[config.mk]
export PLATFORM = sky130hd
export DESIGN_NAME = ebrg_top
export DESIGN_NICKNAME = d
export VERILOG_FILES = /design/src/include/ebrg_pkg.sv /design/src/verilog/ebrg_req_sync.sv /design/src/verilog/ebrg_top.sv
export SDC_FILE = /design/constraint.sdc
export NUM_CORES = 1
export LEC_CHECK = 0
export ABC_AREA = 1
export BUFFER_PORTS_ARGS = -buffer_cell sky130_fd_sc_hd__clkbuf_2
export CAP_MARGIN = 25
export CORE_UTILIZATION = 39
export DETAILED_ROUTE_END_ITERATION = 16
export PLACE_DENSITY = 0.59
export SYNTH_ARGS = -nofsm -noshare
export SYNTH_HDL_FRONTEND = slang
export SYNTH_SLANG_ARGS = --single-unit
[constraint.sdc]
create_clock -name ref_clk -period 3.4 [get_ports ref_clk]
set_input_delay 0.51 -clock ref_clk [delete_from_list [all_inputs] [get_ports ref_clk]]
set_output_delay 0.51 -clock ref_clk [all_outputs]
set_load 0.05 [all_outputs]
[src/include/ebrg_pkg.sv]
// Package for the external bus release and grant block.
// Assumes a single 125 MHz clock domain and active-low memory strobes.
`default_nettype none
package ebrg_pkg;

	// ****************************************
	// Widths and timing
	// ****************************************
	localparam int ADDR_W = 14;
	localparam int DATA_W = 24;
	localparam int CLK_PERIOD_NS = 8;
	// Longest external access, wait states included, in cycles.
	localparam int MAX_ACCESS_CYC = 8;
	localparam logic [3:0] WAIT_MAX = 4'h7;
	localparam logic [3:0] WAIT_ZERO = 4'h0;

	// ****************************************
	// Types
	// ****************************************
	typedef enum logic [1:0] {
		ST_IDLE   = 2'b00,
		ST_ACCESS = 2'b01,
		ST_GRANT  = 2'b10
	} ebrg_state_t;

	typedef enum logic [1:0] {
		SEL_PROG = 2'b00,
		SEL_DATA = 2'b01,
		SEL_BOOT = 2'b10
	} ebrg_space_t;

	// A request for one external memory access from the core.
	typedef struct packed {
		logic              write;
		ebrg_space_t       space;
		logic [3:0]        waits;
		logic [ADDR_W-1:0] addr;
		logic [DATA_W-1:0] wdata;
	} ebrg_acc_req_t;

	// Drive values for the external memory pins; addr_oe, data_oe and ctrl_oe carry the enables.
	typedef struct packed {
		logic [ADDR_W-1:0] addr;
		logic [DATA_W-1:0] data;
		logic              prog_mem_select_n;
		logic              data_mem_select_n;
		logic              boot_mem_select_n;
		logic              rd_n;
		logic              wr_n;
	} ebrg_pins_t;

endpackage
`default_nettype wire

[src/verilog/ebrg_req_sync.sv]
// Two-stage synchroniser for the asynchronous bus request pin.
// Assumes the pin is sampled by ref_clk; legacy mode bypasses both stages.
`default_nettype none
module ebrg_req_sync (
	input  wire logic ref_clk,
	input  wire logic rst_b,
	input  wire logic async_in_n,
	output var  logic sync_out_n
);
	import ebrg_pkg::*;

	logic meta_q;
	logic meta_d;
	logic sync_q;
	logic sync_d;

	always_comb begin
		meta_d = async_in_n;
		sync_d = meta_q;
	end

	always_ff @(posedge ref_clk or negedge rst_b) begin
		if (!rst_b) begin
			meta_q <= 1'b1;
			sync_q <= 1'b1;
		end else begin
			meta_q <= meta_d;
			sync_q <= sync_d;
		end
	end

	assign sync_out_n = sync_q;
endmodule
`default_nettype wire

[src/verilog/ebrg_top.sv]
// External bus release and grant logic of the processor's memory interface.
// Assumes the core issues one external access at a time and obeys the halt output.
// Contract
// Idle request: next cycle float, grant, halt.
// Run mode keeps executing until external access.
// Busy request: grant after access completes.
// Grant allowed between accesses of one instruction.
// Request withdrawn: ungrant, drive, resume in place.
// Requests honoured during boot and reset.
// Request asynchronous; grant one cycle after recognition.
// Boot: grant only after current byte loaded.
// Master holds request; waits for grant.
`default_nettype none
module ebrg_top (
	input  wire logic                   ref_clk,
	input  wire logic                   rst_b,
	input  wire logic                   core_reset_n,
	input  wire logic                   bus_request_n,
	input  wire logic                   legacy_sync_mode,
	input  wire logic                   run_while_granted,
	input  wire logic                   acc_valid,
	input  wire ebrg_pkg::ebrg_acc_req_t acc_req,
	input  wire logic                   boot_active,
	input  wire logic                   boot_byte_done,
	input  wire logic [ebrg_pkg::DATA_W-1:0] data_in,
	output logic                        acc_ready,
	output var  logic                   acc_done,
	output var  logic [ebrg_pkg::DATA_W-1:0] acc_rdata,
	output var  logic                   core_halt,
	output var  logic                   bus_grant_n,
	output var  ebrg_pkg::ebrg_pins_t   pins,
	output var  logic                   addr_oe,
	output var  logic                   data_oe,
	output var  logic                   ctrl_oe
);
	import ebrg_pkg::*;

	// ****************************************
	// Request recognition
	// ****************************************
	logic req_sync_n;
	logic req_seen;

	// The asynchronous path costs two cycles of latency; legacy parts take the pin as is.
	ebrg_req_sync u_req_sync (
		.ref_clk    (ref_clk),
		.rst_b      (rst_b),
		.async_in_n (bus_request_n),
		.sync_out_n (req_sync_n)
	);

	always_comb begin
		req_seen = legacy_sync_mode ? !bus_request_n : !req_sync_n;
	end

	// ****************************************
	// Access and grant sequencer
	// ****************************************
	ebrg_state_t       state_q;
	ebrg_state_t       state_d;
	logic [3:0]        wait_q;
	logic [3:0]        wait_d;
	ebrg_acc_req_t     cur_q;
	ebrg_acc_req_t     cur_d;
	logic              done_d;
	logic [DATA_W-1:0] rdata_d;
	logic              grant_now;
	logic              boot_block_q;
	logic              boot_block_d;

	// A boot byte in flight holds the grant off until the loader marks it complete.
	// A new boot byte taken in the cycle that the previous one completes must still block.
	always_comb begin
		boot_block_d = boot_block_q;
		if (boot_byte_done || !boot_active) begin
			boot_block_d = 1'b0;
		end
		if (boot_active && acc_valid && acc_ready && (acc_req.space == SEL_BOOT)) begin
			boot_block_d = 1'b1;
		end
	end

	// Core reset does not gate this path, so the bus is released even in reset.
	always_comb begin
		grant_now = req_seen && !boot_block_q;
	end

	always_comb begin
		state_d = state_q;
		wait_d  = wait_q;
		cur_d   = cur_q;
		done_d  = 1'b0;
		rdata_d = acc_rdata;
		case (state_q)
			ST_IDLE: begin
				if (grant_now) begin
					state_d = ST_GRANT;
				end else if (acc_valid && core_reset_n) begin
					state_d = ST_ACCESS;
					cur_d   = acc_req;
					wait_d  = (acc_req.waits > WAIT_MAX) ? WAIT_MAX : acc_req.waits;
				end
			end
			ST_ACCESS: begin
				if (wait_q == WAIT_ZERO) begin
					done_d  = 1'b1;
					rdata_d = data_in;
					// The bus goes only after the last wait state, never mid-access.
					state_d = grant_now ? ST_GRANT : ST_IDLE;
				end else begin
					wait_d = wait_q - 4'h1;
				end
			end
			ST_GRANT: begin
				if (!req_seen) begin
					state_d = ST_IDLE;
				end
			end
			default: begin
				state_d = ST_IDLE;
			end
		endcase
	end

	always_ff @(posedge ref_clk or negedge rst_b) begin
		if (!rst_b) begin
			state_q      <= ST_IDLE;
			wait_q       <= WAIT_ZERO;
			cur_q        <= '0;
			acc_done     <= 1'b0;
			acc_rdata    <= '0;
			boot_block_q <= 1'b0;
		end else begin
			state_q      <= state_d;
			wait_q       <= wait_d;
			cur_q        <= cur_d;
			acc_done     <= done_d;
			acc_rdata    <= rdata_d;
			boot_block_q <= boot_block_d;
		end
	end

	// ****************************************
	// Core handshake
	// ****************************************
	// A new access is only taken when idle and no grant is pending this cycle.
	always_comb begin
		acc_ready = (state_q == ST_IDLE) && !grant_now && core_reset_n;
	end

	// Halt stays on until the access that the core wants can run, or the bus comes back.
	logic halt_d;
	// Halt follows the next state so that it moves on the same edge as the grant.
	always_comb begin
		if (state_d == ST_GRANT) begin
			halt_d = run_while_granted ? acc_valid : 1'b1;
		end else begin
			halt_d = 1'b0;
		end
	end

	// ****************************************
	// Pin drivers
	// ****************************************
	ebrg_pins_t pins_d;
	logic       oe_d;

	always_comb begin
		pins_d.addr              = cur_q.addr;
		pins_d.data              = cur_q.wdata;
		pins_d.prog_mem_select_n = 1'b1;
		pins_d.data_mem_select_n = 1'b1;
		pins_d.boot_mem_select_n = 1'b1;
		pins_d.rd_n              = 1'b1;
		pins_d.wr_n              = 1'b1;
		if (state_d == ST_ACCESS) begin
			pins_d.addr = cur_d.addr;
			pins_d.data = cur_d.wdata;
			pins_d.prog_mem_select_n = !(cur_d.space == SEL_PROG);
			pins_d.data_mem_select_n = !(cur_d.space == SEL_DATA);
			pins_d.boot_mem_select_n = !(cur_d.space == SEL_BOOT);
			pins_d.rd_n = cur_d.write;
			pins_d.wr_n = !cur_d.write;
		end
		oe_d = (state_d != ST_GRANT);
	end

	logic data_oe_d;
	always_comb begin
		data_oe_d = (state_d == ST_ACCESS) && cur_d.write;
	end

	always_ff @(posedge ref_clk or negedge rst_b) begin
		if (!rst_b) begin
			pins        <= '1;
			addr_oe     <= 1'b1;
			ctrl_oe     <= 1'b1;
			data_oe     <= 1'b0;
			bus_grant_n <= 1'b1;
			core_halt   <= 1'b0;
		end else begin
			pins        <= pins_d;
			addr_oe     <= oe_d;
			ctrl_oe     <= oe_d;
			data_oe     <= data_oe_d;
			bus_grant_n <= oe_d;
			core_halt   <= halt_d;
		end
	end

endmodule
`default_nettype wire
# --- After elaboration in Yosys (flattened, before gate mapping) ---
# Index checks and enable logic that the tools add are counted.
word_totals:
  regBits: 125
  in_bits: 78
  wordCells: 84
  out_inout_bits: 74
classes:
  addsub: 1
  mux: 22
  bitwise_logic: 1
  order_cmp: 1
  eq_ne: 11
  n_reduce_logical: 26
op_table:
  columns: ["cell", "n"]
  rows:
  - ["$mux 45", 3]
  - ["$mux 43", 1]
  - ["$mux 4", 4]
  - ["$mux 2", 5]
  - ["$logic_not 1->1", 9]
  - ["$eq 2x2->1 const B", 4]
  - ["$logic_and 1x1->1", 8]
  - ["$ne 2x2->1 const B", 4]
  - ["$pmux 4 s2", 1]
  - ["$mux 1", 7]
  - ["$eq 2x1->1 const B", 3]
  - ["$pmux 2 s3", 1]
  - ["$gt 4x3->1 const B", 1]
  - ["$logic_not 2->1", 2]
  - ["$logic_not 4->1", 1]
  - ["$reduce_and 4->1", 1]
  - ["$reduce_bool 2->1", 2]
  - ["$sub 4x1->4 const B", 1]
  - ["$reduce_and 3->1", 1]
  - ["$reduce_and 2->1", 1]
  - ["$logic_or 1x1->1", 1]
  - ["$not 1->1", 1]

# --- Depth between registers and ports, before layout ---
logic_depth:
  word_depth: 9
  ltp_mapped: 9
  ltp_nobuf: 8

# --- Hierarchy ---
# Synthesis repeated with hierarchy kept, for this count alone.
unflattened:
  cells_unflattened: 462
  hier_area_um2: 5288.8
modules_own_cells:
  columns: ["module", "area_each_um2", "seq_area_each_um2", "cells_per_inst", "instances"]
  rows:
  - ["ebrg_top", 5236.3, 3032.9, 460, 1]
  - ["ebrg_req_sync", 52.6, 52.6, 2, 1]

# --- Worst setup path before layout ---
# Ideal clock, no wire load.
synth_timing:
  path_kind: "input to output"
  start: "in legacy_sync_mode"
  end: "out acc_ready"
  t_required_ps: 2890
  path_slack_ps: 1741
  path_stages: 4
  arrival_ps: 1149
  n_path_buf: 0
  path_cell_list: "nand2_1 nand3_4 nand3_1 inv_1"
synth_between:
  elab_chain_len: 5
synth_rtl:
  columns: ["item", "line_no", "rtl"]
  rows:
  - ["from (decl)", "ebrg_top.sv:19", "input wire logic legacy_sync_mode,"]
  - ["$mux 1", "ebrg_top.sv:53", "req_seen = legacy_sync_mode ? !bus_request_n : !req_sync_n;"]
  - ["$logic_and 1x1->1", "ebrg_top.sv:85", "grant_now = req_seen && !boot_block_q;"]
  - ["$logic_not 1->1", "ebrg_top.sv:148", "acc_ready = (state_q == ST_IDLE) && !grant_now && core_reset_n;"]
  - ["$logic_and 1x1->1 (2 in a row)", "ebrg_top.sv:148", null]
  - ["to (decl)", "ebrg_top.sv:26", "output logic acc_ready,"]
# Every way passes these cells.

# --- Worst setup path in the final report ---
layout_timing:
  start: "reg state_q[1]"
  end: "out acc_ready"
layout_between:
  elab_chain_len: 3
layout_rtl:
  columns: ["item", "line_no", "rtl"]
  rows:
  - ["from (decl)", "ebrg_top.sv:59", "ebrg_state_t state_q;"]
  - ["from (signal assigned)", "ebrg_top.sv:134", "state_q <= state_d;"]
  - ["$logic_not 2->1", "ebrg_top.sv:148", null]
  - ["$logic_and 1x1->1 (2 in a row)", "ebrg_top.sv:148", null]
# Every way passes these cells.

==> run summary <==
Initial antenna violation count -> 0
Number of global-route vias before repair -> 3445
Mean Syn Cell Area -> 11.4 µm²
Die Y -> 118 µm
Unique cell type count in the Yosys netlist -> 22
Layout cells sized above 1 -> 56.2%
Wire length per cell -> 11.8 µm
Die X -> 118 µm
Seq pwr share -> 33.7%
Site row count -> 42
Clk sink count -> 121
Slew Viols, Final -> 0
Inserted Diodes -> 0
Yosys reg bits -> 121
Fmax -> 0.486 GHz
Nets -> 698
Synthesis-to-finish area growth -> 27.6%
First-pass GRT wire length -> 16200 µm
DIE AREA -> 0.0140 mm²
Initial core utilization -> 39.9%
Synth Area in Adders -> 0.237%
Synth Area in Compound Gates -> 13.5%
GPL Wtd Cong -> 0.817
DRT Pass-1 Iters -> 4
Max-slew headroom -> 61.8%
I/O Buffers -> 151
Root buffer cell -> clkbuf_16
RSZ-0062 raised after global routing -> false
Syn nets -> 541
Clk_lat worst skew -> 0.41 ns
Mean number of vias per cell -> 4.35
DRC viols -> 0
Setup Crit Path Kind -> reg2out
Post-CTS Hold Buffers -> 0
Fin area -> 0.00675 mm²
H-tree levels -> 4
P_sw -> 3300 µW
Commonest non-fill, non-tap cell in the layout -> clkbuf_2
Post-CTS setup buffers -> 0
Yosys warning total -> 0
GRT Total Usage -> 15.0%
CP startpoint kind -> flop
Largest family of logic cells by synthesized area -> simple AND/OR/NAND/NOR gates
Post-CTS sizing -> 0
Io pins -> 152
Cell count after synthesis -> 462
Most frequent cells in the layout -> clkbuf_2 (150), nand2_1 (111), o21ai_2 (76)
P_int -> 4310 µW
Crit path DAT -> 1.55 ns
Xor and xnor area share after synthesis -> 0.331%
Iter 0 DRT Violations -> 120
Clock slew at reported path FFs -> 0.05 ns
Detailed-route via count -> 3516
Worst Hold Class -> in2reg
Final worst-path cycle share -> 60.5%
Gate power share -> 42.3%
Max_cap viols -> 0
Worst IR Drop VDD -> 0.000390 V
Worst Skew -> 0.0118 ns
Outcome -> completed
Grt total ovfl -> 0
Core box area -> 0.0132 mm²
Switching portion of total power -> 43.3%
Cell Area, Synth -> 0.00529 mm²
Power Density -> 1130 mW/mm²
Largest net degree at the start of global routing -> 76
Final Hold Vio Count -> 0
Final HPWL from detailed placement -> 6800 µm
Worst Setup End Kind -> primary output
Clk pwr share -> 23.9%
Worst Path Required -> 2.89 ns
Post-route setup TNS -> 0 ns
Endpoints failing setup -> 0
Clock buffer depth -> 2
Drt total wl -> 9500 µm
LEAKAGE -> 0.00347 µW
Inserted Clock Buffers -> 17
Max Fanout on Critical Path -> 7
CTS tree -> done
Simple-gate share of the synthesized area -> 18.9%
Multiplexer area fraction after synthesis -> 0%
DP Area -> 0.00610 mm²
Minimum clock period -> 2.06 ns
Post-synthesis sequential area ratio -> 58.3%
Antenna-violating nets left -> 0
Worst Max-Slew Pin Slew -> 0.572 ns
==> metal layers <==
metal / vias to the layer above / routed length [µm] / GRT usage [%] / share of wire, %
met3: 15 / 442 / 5.21 / 4.7
met1: 1655 / 4160 / 18.6 / 44
met4: 0 / 161 / 6.65 / 1.7
met5: - / 0 / 0 / 0
met2: 80 / 4740 / 23.6 / 50
li1: 1766 / - / - / -
==> flip-flops by register name (all words and copies together) (netlist names), 2 cells and up <==
| register | count |
|---|---|
| wait_q | 4 |
| state_q | 2 |
| pins | 43 |
| cur_q | 41 |
| acc_rdata | 24 |
==> kinds of logic after synthesis <==
family | count (synthesis)
simple gates | 174
fa+ha+maj | 1
xor+xnor | 2
compound gates | 86
buf+inv | 78
flops | 121
==> cell type report <==
type                            instances  area [µm²]
Multi-Input combinational cell        263        1750
Inverter                               58         218
Fill cell                            1208        6490
Timing Repair Buffer                  158         871
Sequential cell                       121        3090
Clock buffer                           23         488
Clock inverter                          9         120
Tap cell                              176         220
==> metrics by stage <==
step	utilization (%)	hold slack [ns]	instances	setup slack [ns]	total power (µW)
floorplan	-	0.214	462	1.74	5270
global placement	46.1	0.352	774	1.34	5780
detailed placement	46.1	0.348	774	1.28	5840
CTS	50.7	0.179	806	1.30	7710
global route	51.0	0.174	808	1.24	8040
finish	51.0	0.199	808	1.34	7610
==> worst max-delay path, cell delays in order, from the launching register on <==
cell and delay, ns:
dfrtp_1 0.45, nor2_4 0.23, nand3_1 0.13, inv_1 0.06, clkbuf_2 0.26
==> synth_stat cells <==
cell type | number | area (µm²)
inv_1 | 56 | 210
buf_2 | 3 | 15.0
ha_1 | 1 | 12.5
o21ai_0 | 7 | 35.0
nand2_2 | 3 | 18.8
buf_4 | 3 | 22.5
o21ai_2 | 76 | 666
nor2_1 | 8 | 30.0
nand2_4 | 35 | 394
nor2_4 | 2 | 22.5
inv_2 | 2 | 7.51
nand3_1 | 7 | 35.0
nand4_1 | 4 | 25.0
o21ai_1 | 3 | 15.0
dfstp_2 | 46 | 1210
nand2_1 | 111 | 417
buf_12 | 5 | 100
nor2_2 | 1 | 6.26
dfrtp_1 | 75 | 1880
xnor2_1 | 2 | 17.5
buf_6 | 9 | 101
nand3_4 | 3 | 52.6
==> power groups by stage <==
stage	combinational (µW)	clock (µW)	sequential, µW
2_1_floorplan	1330	0	3940
3_3_place_gp	3200	0	2580
3_5_place_dp	3260	0	2590
4_1_cts	3260	1870	2580
5_1_grt	3450	1950	2640
6_report	3220	1820	2570
==> path summary, 6_finish.rpt <==
kind	cells after the start	from	endpoint	slack, ns
setup / recovery	4	state_q[1]	acc_ready	1.34
hold / removal	1	bus_request_n	u_req_sync.meta_q	0.20
setup reg to reg	6	state_q[1]	wait_q[3]	1.49
hold reg to reg	0	u_req_sync.meta_q	u_req_sync.sync_out_n	0.36
max in group asynchronous	3	rst_b	pins[24]	2.31
min in group asynchronous	2	rst_b	cur_q[27]	0.49
Power figures use the tool's default switching activity.
